<file path="src/shared/irqc_pkg.sv">
// Package: constants, types and vector table of the interrupt controller
package irqc_pkg;
	localparam int NUM_SRC = 8;
	localparam int IDX_W = 3;
	localparam int NUM_LVL = 3;
	localparam int VEC_W = 15;
	localparam int EV_W = 3;
	localparam int ADDR_W = 5;
	localparam int CTRL_W = 5;

	typedef logic [VEC_W-1:0] vec_t;
	typedef logic [IDX_W-1:0] idx_t;
	typedef logic [1:0] lvl_t;

	// Per-source level field; CFG_OFF leaves the source unconfigured
	localparam lvl_t CFG_OFF = 2'h0;
	localparam lvl_t CFG_LOW = 2'h1;
	localparam lvl_t CFG_MED = 2'h2;
	localparam lvl_t CFG_HIGH = 2'h3;

	// Level index of enables, active flags and arbiters
	localparam lvl_t LVL_LO = 2'h0;
	localparam lvl_t LVL_MED = 2'h1;
	localparam lvl_t LVL_HI = 2'h2;

	// Register byte offsets
	localparam logic [ADDR_W-1:0] REG_CTRL = 5'h00;
	localparam logic [ADDR_W-1:0] REG_STATE = 5'h04;
	localparam logic [ADDR_W-1:0] REG_SRC_EN = 5'h08;
	localparam logic [ADDR_W-1:0] REG_SRC_LVL = 5'h0C;
	localparam logic [ADDR_W-1:0] REG_IRQ_STAT = 5'h10;
	localparam logic [ADDR_W-1:0] REG_IRQ_MASK = 5'h14;
	localparam logic [ADDR_W-1:0] REG_LAST_VEC = 5'h18;

	// Control fields
	localparam int CTRL_LVL_EN_LSB = 0;
	localparam int CTRL_RR_BIT = 3;
	localparam int CTRL_IVSEL_BIT = 4;

	// State register fields
	localparam int STATE_OFFER_BIT = 0;
	localparam int STATE_ACT_LSB = 1;
	localparam int STATE_NMI_BIT = 4;

	// Event bits of the interrupt status and mask registers
	localparam int EV_ACK = 0;
	localparam int EV_NMI = 1;
	localparam int EV_RET = 2;

	// Reset values
	localparam logic [CTRL_W-1:0] CTRL_RST = 5'h00;
	localparam logic [NUM_SRC-1:0] SRC_EN_RST = 8'h00;
	localparam logic [2*NUM_SRC-1:0] SRC_LVL_RST = 16'h0000;
	localparam logic [EV_W-1:0] EV_RST = 3'h0;
	localparam vec_t LAST_VEC_RST = 15'h0000;

	// Word addresses in program memory
	localparam vec_t RESET_VEC = 15'h0000;
	localparam vec_t OSC_FAILURE_VECTOR = 15'h0002;
	localparam vec_t APP_SECTION_BASE = 15'h0000;
	localparam vec_t BOOT_SECTION_BASE = 15'h4000;

	// Sources in ascending vector order: index order is vector order
	// 0 port C, 1 DMA, 2 serial port C, 3 cipher, 4 port B,
	// 5 serial port D, 6 USART 0 on port D, 7 USB
	localparam vec_t SRC_BASE [NUM_SRC] = '{15'h0004, 15'h000C, 15'h0030,
		15'h003E, 15'h0044, 15'h00AE, 15'h00B0, 15'h00FA};
	localparam vec_t SRC_OFF [NUM_SRC] = '{15'h0002, 15'h0004, 15'h0000,
		15'h0000, 15'h0002, 15'h0000, 15'h0002, 15'h0000};

	typedef enum logic [1:0] {
		ST_IDLE = 2'b01,
		ST_OFFER = 2'b10
	} offer_e;

	function automatic vec_t entry_vec(input idx_t idx, input vec_t tbl);
		return tbl + SRC_BASE[idx] + SRC_OFF[idx];
	endfunction
endpackage

</file>
<file path="src/shared/arb_if.sv">
// Interface: request vector and grant between controller and level arbiter
`timescale 1ns/10ps
interface arb_if;
	import irqc_pkg::*;
	logic [NUM_SRC-1:0] req;
	logic rr_en;
	logic take;
	idx_t take_idx;
	logic gnt_valid;
	idx_t gnt_idx;
	modport arb (input req, rr_en, take, take_idx, output gnt_valid, gnt_idx);
	modport ctl (output req, rr_en, take, take_idx, input gnt_valid, gnt_idx);
endinterface

</file>
<file path="src/hdl/lvl_arbiter.sv">
// Arbiter for one level: lowest index first, optional round-robin
`timescale 1ns/10ps
module lvl_arbiter
	import irqc_pkg::*;
(
	input wire logic mclk,
	input wire logic srst,
	arb_if.arb port
);
	idx_t ptr_q;
	idx_t start;
	idx_t j;

	// Search starts at the pointer; index 0 when round-robin is off
	always_comb begin
		j = '0;
		start = port.rr_en ? ptr_q : '0;
		port.gnt_valid = |port.req;
		port.gnt_idx = '0;
		for (int k = NUM_SRC - 1; k >= 0; k--) begin
			j = start + idx_t'(k);
			if (port.req[j]) begin
				port.gnt_idx = j;
			end
		end
	end

	// Granted source moves to the back of the queue
	always_ff @(posedge mclk) begin
		if (srst) begin
			ptr_q <= '0;
		end else if (port.take && port.rr_en) begin
			ptr_q <= port.take_idx + idx_t'(1);
		end
	end
endmodule

</file>
<file path="src/hdl/multilevel_irq_controller.sv">
// Multilevel interrupt controller with Avalon-MM register slave
//
// Local design decisions: the address map and register access over Avalon-MM.
`timescale 1ns/10ps
// Summary of operation
// - Each source is set to one of three levels: low, medium, high.
// - A source requests only when enabled, given a level, and asserting.
// - Each source has its own enable, level field and vector.
// - A medium request preempts a running low-level handler.
// - A high request preempts running medium- or low-level handlers.
// - Within one level the lowest vector address wins.
// - Low level may use round-robin so every source gets served.
// - Oscillator failure is non-maskable; level enables cannot block it.
// - On acknowledge the offered vector is loaded into the program counter.
// - Vector equals peripheral base address plus the interrupt's offset.
// - All vectors are program-memory word addresses.
// - Reset vector sits at word 0x000 at the head of the table.
// - Oscillator failure vector is word 0x002.
// - Single-interrupt peripherals use their table entry directly.
// - Peripheral bases follow the fixed vector table.
// - Control bit moves the table to application or boot section.
module multilevel_irq_controller
	import irqc_pkg::*;
(
	input wire logic mclk,
	input wire logic srst,
	input wire logic [ADDR_W-1:0] avs_address,
	input wire logic avs_read,
	input wire logic avs_write,
	input wire logic [31:0] avs_writedata,
	input wire logic [3:0] avs_byteenable,
	output logic [31:0] avs_readdata,
	output logic avs_waitrequest,
	input wire logic [NUM_SRC-1:0] src_req,
	input wire logic osc_fail,
	output logic irq_req,
	output logic irq_nmi,
	output logic [1:0] irq_level,
	output vec_t irq_vector,
	input wire logic cpu_ack,
	input wire logic cpu_reti,
	output vec_t reset_vector,
	output logic irq
);
	logic [CTRL_W-1:0] ctrl_q;
	logic [NUM_SRC-1:0] src_en_q;
	logic [2*NUM_SRC-1:0] src_lvl_q;
	logic [EV_W-1:0] ev_q;
	logic [EV_W-1:0] mask_q;
	logic [EV_W-1:0] ev_set;
	vec_t last_vec_q;
	logic bus_ack_q;
	logic [31:0] rdata_q;
	logic [31:0] rd_mux;
	logic wr_fire;
	logic rd_fire;
	offer_e st_q;
	logic off_nmi_q;
	lvl_t off_lvl_q;
	idx_t off_idx_q;
	vec_t vec_q;
	vec_t rst_vec_q;
	vec_t tbl_base;
	logic [NUM_LVL-1:0] act_q;
	logic nmi_act_q;
	logic [NUM_LVL-1:0] lvl_ok;
	logic [NUM_LVL-1:0] lvl_gv;
	idx_t lvl_gi [NUM_LVL];
	logic win_valid;
	logic win_nmi;
	lvl_t win_lvl;
	idx_t win_idx;
	logic still_ok;
	logic outranked;
	logic took;

	function automatic logic [15:0] lane_wr(input logic [15:0] old,
		input logic [31:0] d, input logic [3:0] be);
		return {be[1] ? d[15:8] : old[15:8], be[0] ? d[7:0] : old[7:0]};
	endfunction

	function automatic lvl_t src_cfg(input logic [2*NUM_SRC-1:0] f,
		input idx_t i);
		return f[2*i +: 2];
	endfunction

	////////////////////////////////////////////////////////////////////////
	// Avalon-MM slave: one wait state on every access
	assign avs_waitrequest = (avs_read | avs_write) & ~bus_ack_q;
	assign wr_fire = avs_write & bus_ack_q;
	assign rd_fire = avs_read & bus_ack_q;
	assign avs_readdata = rdata_q;

	always_ff @(posedge mclk) begin
		if (srst) begin
			bus_ack_q <= 1'b0;
		end else begin
			bus_ack_q <= (avs_read | avs_write) & ~bus_ack_q;
		end
	end

	always_comb begin
		rd_mux = '0;
		if (avs_address == REG_CTRL) begin
			rd_mux[CTRL_W-1:0] = ctrl_q;
		end else if (avs_address == REG_STATE) begin
			rd_mux[STATE_OFFER_BIT] = (st_q == ST_OFFER);
			rd_mux[STATE_ACT_LSB +: NUM_LVL] = act_q;
			rd_mux[STATE_NMI_BIT] = nmi_act_q;
		end else if (avs_address == REG_SRC_EN) begin
			rd_mux[NUM_SRC-1:0] = src_en_q;
		end else if (avs_address == REG_SRC_LVL) begin
			rd_mux[2*NUM_SRC-1:0] = src_lvl_q;
		end else if (avs_address == REG_IRQ_STAT) begin
			rd_mux[EV_W-1:0] = ev_q;
		end else if (avs_address == REG_IRQ_MASK) begin
			rd_mux[EV_W-1:0] = mask_q;
		end else if (avs_address == REG_LAST_VEC) begin
			rd_mux[VEC_W-1:0] = last_vec_q;
		end
	end

	// Data is captured in the wait cycle and stands at the release edge
	always_ff @(posedge mclk) begin
		if (srst) begin
			rdata_q <= '0;
		end else if (avs_read && !bus_ack_q) begin
			rdata_q <= rd_mux;
		end
	end

	always_ff @(posedge mclk) begin
		if (srst) begin
			ctrl_q <= CTRL_RST;
			src_en_q <= SRC_EN_RST;
			src_lvl_q <= SRC_LVL_RST;
			mask_q <= EV_RST;
		end else if (wr_fire) begin
			if (avs_address == REG_CTRL) begin
				ctrl_q <= CTRL_W'(lane_wr({11'h000, ctrl_q}, avs_writedata,
					avs_byteenable));
			end else if (avs_address == REG_SRC_EN) begin
				src_en_q <= NUM_SRC'(lane_wr({8'h00, src_en_q}, avs_writedata,
					avs_byteenable));
			end else if (avs_address == REG_SRC_LVL) begin
				src_lvl_q <= lane_wr(src_lvl_q, avs_writedata,
					avs_byteenable);
			end else if (avs_address == REG_IRQ_MASK) begin
				mask_q <= EV_W'(lane_wr({13'h0000, mask_q}, avs_writedata,
					avs_byteenable));
			end
		end
	end

	////////////////////////////////////////////////////////////////////////
	// Per-level arbiters
	for (genvar l = 0; l < NUM_LVL; l++) begin : g_lvl
		arb_if u_bus ();
		for (genvar s = 0; s < NUM_SRC; s++) begin : g_src
			assign u_bus.req[s] = src_req[s] & src_en_q[s] &
				(src_lvl_q[2*s +: 2] == lvl_t'(l + 1));
		end
		assign u_bus.rr_en = ctrl_q[CTRL_RR_BIT] & (l == 0);
		assign u_bus.take = took & !off_nmi_q & (off_lvl_q == lvl_t'(l));
		assign u_bus.take_idx = off_idx_q;
		assign lvl_gv[l] = u_bus.gnt_valid;
		assign lvl_gi[l] = u_bus.gnt_idx;
		// A level may run only above every active level
		assign lvl_ok[l] = ctrl_q[CTRL_LVL_EN_LSB + l] & ~nmi_act_q &
			~|act_q[NUM_LVL-1:l];
		lvl_arbiter u_arb (
			.mclk(mclk),
			.srst(srst),
			.port(u_bus.arb)
		);
	end

	////////////////////////////////////////////////////////////////////////
	// Winner: NMI first, then the highest eligible level
	always_comb begin
		win_valid = 1'b0;
		win_nmi = 1'b0;
		win_lvl = LVL_LO;
		win_idx = '0;
		if (osc_fail && !nmi_act_q) begin
			win_valid = 1'b1;
			win_nmi = 1'b1;
		end else begin
			for (int l = 0; l < NUM_LVL; l++) begin
				if (lvl_gv[l] && lvl_ok[l]) begin
					win_valid = 1'b1;
					win_lvl = lvl_t'(l);
					win_idx = lvl_gi[l];
				end
			end
		end
	end

	assign tbl_base = ctrl_q[CTRL_IVSEL_BIT] ? BOOT_SECTION_BASE :
		APP_SECTION_BASE;
	assign took = (st_q == ST_OFFER) && cpu_ack;

	// Offer is withdrawn when its cause vanishes or the NMI or a higher level appears
	always_comb begin
		still_ok = osc_fail;
		if (!off_nmi_q) begin
			still_ok = src_req[off_idx_q] & src_en_q[off_idx_q] &
				(src_cfg(src_lvl_q, off_idx_q) == off_lvl_q + 2'h1) &
				lvl_ok[off_lvl_q];
		end
		outranked = win_valid && !off_nmi_q &&
			(win_nmi || win_lvl > off_lvl_q);
	end

	always_ff @(posedge mclk) begin
		if (srst) begin
			st_q <= ST_IDLE;
			off_nmi_q <= 1'b0;
			off_lvl_q <= LVL_LO;
			off_idx_q <= '0;
			vec_q <= RESET_VEC;
		end else begin
			case (st_q)
				ST_IDLE: begin
					if (win_valid) begin
						st_q <= ST_OFFER;
						off_nmi_q <= win_nmi;
						off_lvl_q <= win_lvl;
						off_idx_q <= win_idx;
						if (win_nmi) begin
							vec_q <= tbl_base + OSC_FAILURE_VECTOR;
						end else begin
							// Word address: base entry plus offset
							vec_q <= entry_vec(win_idx, tbl_base);
						end
					end
				end
				ST_OFFER: begin
					if (cpu_ack) begin
						st_q <= ST_IDLE;
					end else if (!still_ok || outranked) begin
						st_q <= ST_IDLE;
					end
				end
				default: begin
					st_q <= ST_IDLE;
				end
			endcase
		end
	end

	assign irq_req = (st_q == ST_OFFER);
	assign irq_nmi = off_nmi_q;
	assign irq_level = off_lvl_q;
	assign irq_vector = vec_q;

	always_ff @(posedge mclk) begin
		if (srst) begin
			rst_vec_q <= RESET_VEC;
		end else begin
			rst_vec_q <= tbl_base + RESET_VEC;
		end
	end
	assign reset_vector = rst_vec_q;

	// Return ends the most recent handler, i.e. the highest active one
	always_ff @(posedge mclk) begin
		if (srst) begin
			act_q <= '0;
			nmi_act_q <= 1'b0;
		end else if (took) begin
			if (off_nmi_q) begin
				nmi_act_q <= 1'b1;
			end else begin
				act_q[off_lvl_q] <= 1'b1;
			end
		end else if (cpu_reti) begin
			if (nmi_act_q) begin
				nmi_act_q <= 1'b0;
			end else if (act_q[LVL_HI]) begin
				act_q[LVL_HI] <= 1'b0;
			end else if (act_q[LVL_MED]) begin
				act_q[LVL_MED] <= 1'b0;
			end else begin
				act_q[LVL_LO] <= 1'b0;
			end
		end
	end

	always_ff @(posedge mclk) begin
		if (srst) begin
			last_vec_q <= LAST_VEC_RST;
		end else if (took) begin
			last_vec_q <= vec_q;
		end
	end

	////////////////////////////////////////////////////////////////////////
	// Sticky events; a read clears only the bits it returned
	always_comb begin
		ev_set = '0;
		ev_set[EV_ACK] = took;
		ev_set[EV_NMI] = took & off_nmi_q;
		ev_set[EV_RET] = cpu_reti & ~took & (nmi_act_q | (|act_q));
	end

	always_ff @(posedge mclk) begin
		if (srst) begin
			ev_q <= EV_RST;
		end else if (rd_fire && avs_address == REG_IRQ_STAT) begin
			ev_q <= (ev_q & ~rdata_q[EV_W-1:0]) | ev_set;
		end else begin
			ev_q <= ev_q | ev_set;
		end
	end

	assign irq = |(ev_q & mask_q);
endmodule

</file>
<file path="config.mk">
export PLATFORM = sky130hd
export DESIGN_NAME = multilevel_irq_controller
export DESIGN_NICKNAME = d
export VERILOG_FILES = /design/src/shared/irqc_pkg.sv /design/src/shared/arb_if.sv /design/src/hdl/lvl_arbiter.sv /design/src/hdl/multilevel_irq_controller.sv
export SDC_FILE = /design/constraint.sdc
export NUM_CORES = 1
export LEC_CHECK = 0
export ABC_AREA = 1
export BUFFER_PORTS_ARGS = -buffer_cell sky130_fd_sc_hd__buf_2
export CAP_MARGIN = 20
export CORE_MARGIN = 5
export CORE_UTILIZATION = 55
export CTS_BUF_LIST = sky130_fd_sc_hd__clkbuf_16
export CTS_CLUSTER_SIZE = 40
export DETAILED_ROUTE_END_ITERATION = 10
export GPL_TIMING_DRIVEN = 1
export PLACE_DENSITY = 0.89
export SLEW_MARGIN = 30
export SYNTH_ARGS = -nofsm -noshare
export SYNTH_HDL_FRONTEND = slang
export SYNTH_SLANG_ARGS = --single-unit
export TNS_END_PERCENT = 100
</file>
<file path="constraint.sdc">
create_clock -name mclk -period 5.9 [get_ports mclk]
set_input_delay 0.59 -clock mclk [delete_from_list [all_inputs] [get_ports mclk]]
set_output_delay 0.59 -clock mclk [all_outputs]
set_load 0.1 [all_outputs]
</file>
* Yosys cells after proc, flatten, opt, wreduce, memory -nomap -nowiden
Memory sizes are Yosys's and may differ from the RTL's.
Index checks and enable logic that the tools add are counted.
** Cells by class
- Add/sub/neg operators :: 12
- Order comparisons :: 13
- Equality and inequality tests :: 40
- Shifts and indexed selects :: 1
- Mux-type cells :: 95
- Bitwise logic cells :: 64
- Reduce and logical (&&, ||, !) cells :: 40
** Operators by type and width (count)
- $mux 15 :: 8
- $mux 3 :: 36
- $and 1x1->1 :: 49
- $lt 3x4->1 const B :: 9
- $eq 2x2->1 const B :: 17
- $add 15x15->15 :: 2
- $bmux 1 s3 :: 10
- $mux 1 :: 24
- $mux 12 :: 2
- $reduce_or 8->1 :: 3
- $mux 11 :: 2
- $eq 2x1->1 const B :: 9
- $mux 8 :: 2
- $shiftx 16x5->2 :: 1
- $add 15x2->15 const B :: 1
- $eq 5x5->1 const B :: 3
- $reduce_and 5->1 :: 3
- $add 3x3->3 const B :: 4
- $mux 2 :: 6
- $logic_and 1x1->1 :: 11
- $eq 5x4->1 const B :: 2
- $mux 5 :: 2
- $or 3x3->3 :: 3
- $reduce_and 4->1 :: 2
- other kinds (30) :: 54
** Storage, ports and cells
- Register bits :: 112
- ROM bits :: 240
- Bits of input ports :: 56
- Output and inout port bits :: 68
- Memories :: 2
** Memories
- (no name shown) :: depth 8, width 15, read ports 1, clocked after memory_dff 0, wr ports 0, RTL line irqc_pkg.sv:77 : return tbl + SRC_BASE[idx] + SRC_OFF[idx];
- (no name shown) :: depth 8, width 15, read ports 1, clocked after memory_dff 0, wr ports 0, RTL line irqc_pkg.sv:77

* Longest topological paths before layout
Gate-level depths: netlist (run 1).
- Depth after elaboration :: 23
- Gate-level depth with buffers :: 32
- Gate-level depth less buffers :: 32

* Cells and area by module
Synthesis (run 1) repeated with hierarchy kept, for this count alone.
** Second synthesis, totals
- Cells, all modules :: 1159
- Area, all modules :: 7423.4 um2
** By module, submodules not included
- multilevel_irq_controller :: instances 1, cells an instance 676, area each 4687.0 um2
- lvl_arbiter :: instances 3, cells an instance 161, area each 912.1 um2

* Least setup slack after synthesis (run 1)
OpenSTA, ideal clock, no wires.
- Path kind :: reg2reg
- From :: reg ctrl_q[3]
- To :: reg vec_q[7] (netlist: irq_vector[7])
- Library setup time :: 0.132 ns
- Arrival :: 3.305 ns
- Slack :: 2.463 ns
- Cell stages (with the launch flop) :: 27
- Path buffers :: 1
- Clock period less this slack :: 3.437 ns
- Cell sequence :: dfxtp_1 -> nand2_4 -> buf_6 -> ha_1 -> inv_1 -> nand3_1 -> nand3_2 -> nand2_2 -> o21ai_1 -> nand2_1 -> nand2_1 -> nand2_1 -> a21oi_2 -> nand2_1 -> nand2_2 -> nand2_1 -> inv_2 -> ha_1 -> o21ai_0 -> inv_1 -> ha_1 -> inv_1 -> fa_1 -> inv_1 -> nand2_1 -> o2111ai_1 -> a21oi_1
** On the way
- Word-level cells in the longest chain between the ends :: 23
** RTL lines
- start: declaration :: RTL line multilevel_irq_controller.sv:45 : logic [CTRL_W-1:0] ctrl_q;
- start signal: assignment :: RTL line multilevel_irq_controller.sv:140 : ctrl_q <= CTRL_W'(lane_wr({11'h000, ctrl_q}, avs_writedata,
- $mux 3 (*) :: RTL line lvl_arbiter.sv:17 : start = port.rr_en ? ptr_q : '0;
- $add 3x3->3 :: RTL line lvl_arbiter.sv:21 : j = start + idx_t'(k);
- $bmux 1 s3 :: RTL line lvl_arbiter.sv:22 : if (port.req[j]) begin
- $mux 1 (implied by the code) :: RTL line lvl_arbiter.sv:22
- $mux 3 (7 in series) :: RTL line lvl_arbiter.sv:22
- $mux 3 (*) :: RTL line lvl_arbiter.sv:22
- $mux 3 (*) (3 in series) :: RTL line multilevel_irq_controller.sv:190 : if (lvl_gv[l] && lvl_ok[l]) begin
- $mux 3 (*) :: RTL line multilevel_irq_controller.sv:185 : if (osc_fail && !nmi_act_q) begin
- net win_idx[0] :: RTL line multilevel_irq_controller.sv:72 : idx_t win_idx;
- $not 3->4 (implied by the code) (*) :: RTL line irqc_pkg.sv:77
- $mem_v2 8x15
- $mux 15 (implied by the code) (2 in series) :: RTL line irqc_pkg.sv:77
- $add 15x15->15 :: RTL line irqc_pkg.sv:77
- $add 15x15->15 (*) :: RTL line irqc_pkg.sv:77
- $mux 15 (*) :: RTL line multilevel_irq_controller.sv:230 : if (win_nmi) begin
- end signal: assignment :: RTL line multilevel_irq_controller.sv:231 : vec_q <= tbl_base + OSC_FAILURE_VECTOR;
- end signal: assignment :: RTL line multilevel_irq_controller.sv:234 : vec_q <= entry_vec(win_idx, tbl_base);
- end: declaration :: RTL line multilevel_irq_controller.sv:61 : vec_t vec_q;
The timed path passes the listed nets; every way through them passes the cells marked *. The select of a mux whose other input is x is not followed.
A chain may end at the register's enable or synchronous reset.

* Worst setup path in the final report (run 1)
- From :: reg ctrl_q[3]
- To :: reg vec_q[2] (netlist: irq_vector[2])
The elaborated chain is that of the path after synthesis.

==> impl_metrics.yaml, run 1 <==
run_status:
  status: "completed"
setup_path:
  path_max_fanout: 13
  cp.required_ns: 6.17
  crit_arrival_ns: 4.25
  endpoint_kind: "register"
  slowest_stage: "dfxtp_1"
  critPathMostFrequentCell: "nand2_1"
  r2r_cells: 27
  r2r_start: "ctrl_q[3]"
  critPathKind: "reg -> reg"
  cpPeakStageDelay_ns: 0.52
  path_buf_inv: 5
  start_kind: "register"
  regToRegSetupSlack_ns: 1.92
  r2r_end: "irq_vector[2]"
  crit_family: "simple AND/OR/NAND/NOR gates"
job:
  drv_cap: 0
synth:
  async_reset_ff_frac: 0
  synth_compound_area_frac: 0.216
  ys_seq_elements: 86
  syn_area_per_cell_sq_um: 6.60
  synth_flop_cell: "dfxtp_1"
  ys_top_cells_by_count: "143 x nand2_1, 114 x inv_1, 92 x a21oi_1, 86 x dfxtp_1, 79 x o21ai_0"
  synth_xor_area_frac: 0.00938
  synth.most_common_cell: "nand2_1"
  yosysSeqAreaShare: 0.315
  yosys-top-cells-area: "dfxtp_1 31%, nand2_1 9.8%, a21oi_1 8.4%, inv_1 7.8%, o21ai_0 7.2%"
  syn_area_sq_um: 5470
  synth_edf_count: 0
  synth_top_family_by_area: "simple AND/OR/NAND/NOR gates"
  synthMuxAreaShare: 0
  synth_cell_types: 45
  synth_top_area_frac: 0.315
  syn_inst: 829
  ys_warn_count: 0
  synthSimpleGateAreaFrac: 0.268
  yosys.area_share.adder: 0.0380
  yosysTopAreaCell: "dfxtp_1"
placed_design:
  port_buffers: 69
  dp_cells: 1010
  hpwl_mm: 11.6
  gp_congestion: 0.962
cells_and_area:
  syn_to_final_growth_pct: 10.9
  num_antenna_cells: 0
  fin_nets: 960
  drive_above_1_share: 0.138
  final_cells: 1026
route:
  avgViaCountPerCell: 5.53
  drt_iter0_drc: 598
  vias: 5671
  postRouteAntennaNets: 0
  dr.pass1.iters: 5
  route.detailed.drc: 0
  post_drt_wl_per_cell_um: 14.8
  routed_wl_mm: 15.2
grt:
  grt_first_pass_wirelength_mm: 23.8
  grt_max_degree: 50
  antenna_found_initial: 0
  grtUsageTotal: 0.250
  grt.overflow.total: 0
  grt_pass1_vias: 5046
die:
  start_util: 0.562
  ios: 124
  core_area_sq_um: 9730
  dieWidth_um: 110
  die-area_sq_um: 12000
  die_y_um: 110
  fp-row-count: 36
clocking:
  clkTransAtPathRegs_ns: 0.07
  clock_latency_ns: 0.34
  cts_buffer_depth: 2
  cts_setup_buffers: 0
  cts_tree: "done"
  cts_max_level: 3
  cts.sinks: 86
  cts_buffers: 9
  clock_tree.root_cell: "clkbuf_16"
  cts_hold_buf: 0
  ctsResizeCount: 0
power:
  vdd_drop_max_mv: 0.177
  p_leak_uw: 0.00283
  power.density_nw_per_um2: 230
sta:
  fin_crit_sh: 0.675
  worstMarginPinSlew_ns: 0.743
  finalSetupViolations: 0
  drv_slew: 0
  maxSlewHeadroom: 0.503
  hold_viol_final: 0
  rsz0062_at_grt: "false"
  period_needed_ns: 3.98
  setup_tns_ns: 0
  finClkSkew_ns: 0.00776
  clock.fmax_ghz: 0.251
worst_hold_path:
  hold_end: "avs_readdata[13]"
  timing.hold.worst.start: "avs_readdata[13]"
  hold_path_class: "reg -> reg"
  hold_depth: 2
-- per-layer routing --
layer	wire [um]	vias up	GRT usage	share of wire
met3	1600	26	0.0599	0.11
met1	6260	2562	0.341	0.41
met2	7110	297	0.399	0.47
li1	-	2786	-	-
met5	0	-	0	0
met4	199	0	0.0579	0.013
-- where the power goes --
| part | internal, uW | total, uW | leakage, uW | switching, uW |
|---|---|---|---|---|
| sequential | 589 | 600 | 0.000695 | 11.3 |
| clock | 300 | 565 | 0.000147 | 266 |
| combinational | 31.0 | 229 | 0.00198 | 198 |
| total | 920 | 1390 | 0.00283 | 475 |
-- cell type report --
cell class                 instances  area [sq um]
sequential                        86          1720
clock inverter                     7          73.8
tap                              133           166
timing repair buffer              71           360
clock buffer                       9           225
multi-input combinational        596          3040
inverter                         124           473
fill                             878          3660
-- cells by family (layout without fill, tap and decap cells) --
logic type               after synthesis  count (layout)
AO/OA/AOI/OAI                        214             214
flip-flops                            86              86
other                                  1              36
AND/OR/NAND/NOR                      325             325
XOR/XNOR                               5               5
buffers and inverters                182             211
adder cells (fa/ha/maj)               16              16
-- per-stage QoR --
step / area [sq um] / hold slack, ns / utilization / power, uW / setup slack [ns]
global placement: 5770 / 0.451 / 0.593 / 837 / 1.96
global route: 6060 / 0.483 / 0.623 / 1430 / 1.46
CTS: 6060 / 0.462 / 0.623 / 1390 / 1.87
detailed placement: 5770 / 0.452 / 0.593 / 838 / 1.91
floorplan: 5600 / 0.425 / - / 820 / 2.46
finish: 6060 / 0.462 / 0.623 / 1390 / 1.92
-- worst reg2reg max path, delay by kind of cell (launching register included) --
family	cells	cell delay (ns)
compound gates	2	0.30
flops	1	0.52
fa+ha+maj	4	1.21
simple gates	16	1.43
buf+inv	5	0.42
-- worst max-delay path by stage --
stage / endpoint / cells past startpoint / startpoint
after CTS: irq_vector[2] / 27 / ctrl_q[3]
final: irq_vector[2] / 27 / ctrl_q[3]
after detailed placement: irq_vector[2] / 27 / ctrl_q[3]
after global placement: irq_vector[2] / 27 / ctrl_q[3]
after global routing: irq_vector[5] / 26 / ctrl_q[3]
after floorplan: irq_vector[7] / 26 / ctrl_q[3]
-- cells in the final DEF (no fill, tap or decap), types with 2 or more instances in the layout --
cell type  instances
a21oi_2            2
dfxtp_1           86
o21a_1             2
o22ai_1            6
xnor2_1            2
nor3_1            18
clkinv_4           3
o21bai_1           2
a22oi_1            3
nand2_2            6
a21oi_1           92
inv_6              2
nand4_1            3
o211ai_1           3
a221oi_1           6
nor2_1            67
clkinv_1           2
nand2_4            6
ha_1              15
inv_2              5
nand3_1           66
o31ai_1            2
nor2_2             3
clkinv_2           2
inv_1            114
inv_8              2
nand3_2            9
xor2_1             2
o221ai_1           5
nand2_1          143
conb_1            36
o21ai_0           79
a31oi_1            4
buf_2             69
nor4_1             2
buf_4              2
clkbuf_16          9
a211oi_1           5
-- registers in the layout, indices dropped and copies added (netlist names) --
name,count
avs_readdata,16
bus_ack_q,1
src_lvl_q,16
ev_q,3
g_lvl.u_bus.take_idx,3
src_en_q,8
ctrl_q,5
st_q,2
irq_vector,9
mask_q,3
irq_nmi,1
reset_vector,1
last_vec_q,9
nmi_act_q,1
g_lvl.u_arb.ptr_q,3
act_q,3
irq_level,2
Note: power is estimated with default switching activity, not from simulation.
==> inputs of run 2 (changes only) <==
==> constraint.sdc (replaced) <==
create_clock -name mclk -period 3.9 [get_ports mclk]
set_input_delay 0.39 -clock mclk [delete_from_list [all_inputs] [get_ports mclk]]
set_output_delay 0.39 -clock mclk [all_outputs]
set_load 0.1 [all_outputs]
==> impl_metrics.yaml, run 2 (synthesized netlist as in run 1, its figures left out) <==
run_status:
  status: "completed"
placed_design:
  port_buffers: 69
  hpwl_mm: 11.9
  placed_area_sq_um: 5830
  gp_congestion: 0.951
clocking:
  cts.sinks: 86
  clkTransAtPathRegs_ns: 0.07
  cts_buffer_depth: 2
  cts_setup_buffers: 0
  cts_buffers: 9
  cts_max_level: 3
  clock_latency_ns: 0.35
  cts_tree: "done"
  clock_tree.root_cell: "clkbuf_16"
setup_path:
  worstSetupStartpoint: "ctrl_q[3]"
  endpoint: "irq_vector[7]"
  path_max_fanout: 9
  crit_arrival_ns: 3.73
  cp.required_ns: 4.11
  endpoint_kind: "register"
  r2r_cells: 25
  critPathKind: "reg -> reg"
  regToRegSetupSlack_ns: 0.39
  r2r_end: "irq_vector[7]"
  r2r_start: "ctrl_q[3]"
  start_kind: "register"
cells_and_area:
  final_cell_mix: "142 x nand2_1, 113 x inv_1, 92 x a21oi_1"
  num_antenna_cells: 0
  final_common_cell: "nand2_1"
  final_area_sq_um: 6150
  drive_above_1_share: 0.152
  fin_nets: 969
  syn_to_final_growth_pct: 12.5
route:
  dr.pass1.iters: 7
  post_drt_wl_per_cell_um: 15.4
  routed_wl_mm: 16.0
  drt_iter0_drc: 607
  vias: 5778
  avgViaCountPerCell: 5.58
  postRouteAntennaNets: 0
  route.detailed.drc: 0
power:
  power.density_nw_per_um2: 343
  p_leak_uw: 0.00287
  vdd_drop_max_mv: 0.288
sta:
  setup_tns_ns: 0
  clock.fmax_ghz: 0.285
  rsz0062_at_grt: "false"
  finalSetupViolations: 0
  fin_crit_sh: 0.900
  maxSlewHeadroom: 0.402
  hold_viol_final: 0
  drv_slew: 0
  finClkSkew_ns: 0.0136
  worstMarginPinSlew_ns: 0.891
  period_needed_ns: 3.51
worst_hold_path:
  hold_path_class: "in -> reg"
grt:
  grt.overflow.total: 0
  grtUsageTotal: 0.260
  grt_first_pass_wirelength_mm: 24.5
  antenna_found_initial: 0
  grt_max_degree: 39
  grt_pass1_vias: 5131
die:
  core_area_sq_um: 9730
  ios: 124
  die-area_sq_um: 12000
  start_util: 0.562
  die_y_um: 110
  fp-row-count: 36
  dieWidth_um: 110
job:
  drv_cap: 0
==> run 2: changes by cell type in the layout (fill, tap and decap cells not counted) <==
cell	before	now
nor2_1	67	66
inv_1	114	113
ha_4	0	1
dfxtp_1	86	84
nand2_1	143	142
dfxtp_4	0	1
buf_4	2	11
dfxtp_2	0	1
nand2_2	6	7
nor2_2	3	4
ha_1	15	14
clkinv_1	2	3
==> run 2: worst max-delay path, cell delays in order, from the launching register on <==
cell and delay (ns):
dfxtp_4 0.39, nand2_4 0.11, ha_4 0.18, xnor2_1 0.28
inv_1 0.11, nand3_1 0.12, nand2_1 0.08, inv_1 0.09
nand2_1 0.06, nand2_1 0.06, nand2_1 0.06, a21oi_2 0.11
nand2_1 0.09, nand2_2 0.10, nand2_2 0.11, inv_2 0.13
ha_1 0.15, o21ai_0 0.08, inv_1 0.06, ha_1 0.17
inv_1 0.06, fa_1 0.38, inv_1 0.08, nand2_1 0.08
o2111ai_1 0.18, a21oi_1 0.08
==> run 2: routing by layer <==
| layer | vias to the layer above | track usage | share of wire |
|---|---|---|---|
| li1 | 2806 | - | - |
| met1 | 2597 | 0.341 | 0.40 |
| met2 | 327 | 0.424 | 0.47 |
| met3 | 48 | 0.0593 | 0.11 |
| met4 | 0 | 0.0784 | 0.023 |
| met5 | - | 0 | 0 |
==> run 2: power breakdown <==
| part | leakage [uW] | internal (uW) | switching (uW) |
|---|---|---|---|
| combinational | 0.00202 | 50.3 | 303 |
| sequential | 0.000697 | 891 | 17.8 |
| clock | 0.000147 | 453 | 398 |
==> run 2: timing repair <==
| item | 4_1_cts | 5_1_grt |
|---|---|---|
| endpoints found under the hold margin | 0 | 0 |
| endpoints found under the setup margin | 0 | 5 |
| hold buffers | 0 | 0 |
| gates resized for setup | 0 | 6 |
==> run 2: worst min path at each step <==
stage | start | end | slack (ns) | depth (start not counted)
detailed placement | avs_readdata[10] | avs_readdata[10] | 0.45 | 2
global route | avs_writedata[5] | src_lvl_q[5] | 0.32 | 3
floorplan | last_vec_q[1] | last_vec_q[1] | 0.42 | 2
finish | avs_writedata[5] | src_lvl_q[5] | 0.30 | 3
CTS | avs_writedata[5] | src_lvl_q[5] | 0.29 | 3
global placement | avs_readdata[12] | avs_readdata[12] | 0.45 | 2
==> run 2: layout make-up <==
class | count | area (sq um)
Clock buffer | 9 | 225
Clock inverter | 7 | 73.8
Fill cell | 882 | 3570
Inverter | 124 | 473
Multi-Input combinational cell | 596 | 3060
Sequential cell | 86 | 1730
Tap cell | 133 | 166
Timing Repair Buffer | 80 | 428
==> run 2: metrics by stage <==
step | util | setup slack (ns) | total power, uW | hold slack [ns] | std cells
6_report | 0.633 | 0.389 | 2110 | 0.301 | 1035
5_1_grt | 0.633 | 0.0427 | 2170 | 0.324 | 1035
4_1_cts | 0.630 | 0.138 | 2120 | 0.292 | 1035
3_5_place_dp | 0.600 | 0.172 | 1270 | 0.453 | 1019
3_3_place_gp | 0.600 | 0.224 | 1270 | 0.451 | 1019
2_1_floorplan | - | 0.463 | 1240 | 0.425 | 864
==> inputs of run 3 (changes only) <==
--- a/config.mk
+++ b/config.mk
@@ -14,9 +14,10 @@
 export CTS_CLUSTER_SIZE = 40
 export DETAILED_ROUTE_END_ITERATION = 10
 export GPL_TIMING_DRIVEN = 1
-export PLACE_DENSITY = 0.89
+export PLACE_DENSITY = 0.86
 export SLEW_MARGIN = 30
 export SYNTH_ARGS = -nofsm -noshare
 export SYNTH_HDL_FRONTEND = slang
+export SYNTH_HIERARCHICAL = 1
 export SYNTH_SLANG_ARGS = --single-unit
 export TNS_END_PERCENT = 100
==> impl_metrics.yaml, run 3 <==
run_status:
  status: "completed"
route:
  routed_wl_mm: 21.9
  post_drt_wl_per_cell_um: 15.4
  dr.pass1.iters: 8
  route.detailed.drc: 0
  drt_iter0_drc: 746
  avgViaCountPerCell: 5.68
  vias: 8104
  postRouteAntennaNets: 0
die:
  start_util: 0.561
  die-area_sq_um: 15900
  core_area_sq_um: 13200
  dieWidth_um: 126
  fp-row-count: 42
  die_y_um: 126
  ios: 124
cells_and_area:
  syn_to_final_growth_pct: 12.7
  final_cells: 1428
  fin_nets: 1322
  drive_above_1_share: 0.223
  num_antenna_cells: 0
  final_common_cell: "nand2_1"
  final_cell_mix: "259 x nand2_1, 143 x nand3_1, 133 x inv_1"
synth:
  ys_seq_elements: 92
  yosysSeqAreaShare: 0.248
  synth.most_common_cell: "nand2_1"
  yosysTopAreaCell: "dfxtp_1"
  synth_flop_cell: "dfxtp_1"
  syn_area_sq_um: 7420
  async_reset_ff_frac: 0
  synth_cell_types: 45
  synth_edf_count: 0
  ys_top_cells_by_count: "263 x nand2_1, 143 x nand3_1, 136 x inv_1, 92 x dfxtp_1, 89 x a21oi_1"
  ys_warn_count: 6
  syn_inst: 1159
  synth_top_area_frac: 0.248
  yosys-top-cells-area: "dfxtp_1 25%, nand2_1 13%, nand3_1 9.6%, inv_1 6.9%, a21oi_1 6.0%"
  syn_area_per_cell_sq_um: 6.40
grt:
  antenna_found_initial: 0
  grt.overflow.total: 0
  use_met3: 0.0550
  grt_max_degree: 47
  grt-busiest-layer: "met2"
  grtUsageTotal: 0.257
  met1_usage: 0.317
  grt_first_pass_wirelength_mm: 34.3
  grt.met2_usage: 0.448
  grt_pass1_vias: 7369
placed_design:
  dp_cells: 1412
  gp_congestion: 0.979
  hpwl_mm: 16.8
  port_buffers: 69
power:
  p_leak_uw: 0.00395
  vdd_drop_max_mv: 0.315
  power.density_nw_per_um2: 269
clocking:
  clkTransAtPathRegs_ns: 0.07
  cts_hold_buf: 0
  cts_max_level: 3
  cts_buffer_depth: 2
  cts.sinks: 92
  clock_tree.root_cell: "clkbuf_16"
  cts_setup_buffers: 0
  ctsResizeCount: 0
  clock_latency_ns: 0.35
  cts_buffers: 9
  cts_tree: "done"
sta:
  finalSetupViolations: 0
  finClkSkew_ns: 0.00887
  setup_tns_ns: 0
  worstMarginPinSlew_ns: 0.749
  clock.fmax_ghz: 0.271
  drv_slew: 0
  period_needed_ns: 3.69
  maxSlewHeadroom: 0.500
  rsz0062_at_grt: "true"
  fin_crit_sh: 0.946
  hold_viol_final: 0
setup_path:
  critPathMostFrequentCell: "inv_1"
  cpPeakStageDelay_ns: 0.37
  cp.required_ns: 4.18
  slowest_stage: "fa_2"
  path_max_fanout: 5
  crit_arrival_ns: 3.97
  endpoint_kind: "register"
  critPathKind: "reg -> reg"
  start_kind: "register"
job:
  drv_cap: 0
worst_hold_path:
  hold_path_class: "in -> reg"
[run 3: critical path, delay by kind of cell, from the launching register on]
kind	cells	cell delay [ns]
compound gates	3	0.32
flops	1	0.35
buf+inv	6	0.55
simple gates	16	1.61
fa+ha+maj	3	0.80
[run 3: cells by family (layout without fill, tap and decap cells)]
logic type | count (synthesis) | after routing | synth area share
DFF | 92 | 92 | 0.248
and+or+nand+nor | 623 | 623 | 0.413
AOI/OAI and AO/OA | 201 | 201 | 0.154
buffers and inverters | 213 | 269 | 0.140
other | 1 | 38 | 0.000505
xor gates and xnor gates | 10 | 10 | 0.0118
adders and majority gates | 19 | 19 | 0.0330
[run 3: area by class of cell]
class / instances / area (sq um)
flip-flops and latches: 92 / 1850
clock buffers: 9 / 225
inverters: 144 / 541
multi-input cells: 891 / 4790
well taps: 176 / 220
clock inverters: 7 / 91.3
repair buffers: 109 / 646
fillers: 1203 / 4880
[run 3: path summary, 6_finish.rpt]
check	start	to	slack, ns	cells past startpoint
max	src_lvl_q[10]	irq_vector[5]	0.21	28
min	avs_writedata[7]	src_en_q[7]	0.33	3
max reg2reg	src_lvl_q[10]	irq_vector[5]	0.21	28
min reg2reg	avs_readdata[13]	avs_readdata[13]	0.47	2
[run 3: metrics by stage]
stage	hold WS (ns)	util	instance area, sq um	total power, uW	setup slack, ns
6_report	0.326	0.632	8360	2250	0.211
5_1_grt	0.337	0.632	8360	2300	-0.110
4_1_cts	0.309	0.623	8250	2250	0.0886
3_5_place_dp	0.452	0.599	7930	1340	0.00752
3_3_place_gp	0.450	0.599	7930	1340	0.101
2_1_floorplan	0.430	-	7560	1310	0.314
[run 3: power by group]
part / total, uW / internal [uW] / switching, uW
registers: 964 / 949 / 15.0
clock network: 919 / 513 / 406
logic: 367 / 53.1 / 314
total: 2250 / 1520 / 735
[run 3: metal layers]
metal / up-vias / wire, um
met1: 3701 / 8730
met2: 409 / 10600
met5: - / 0
met4: 0 / 635
li1: 3925 / -
met3: 69 / 1930
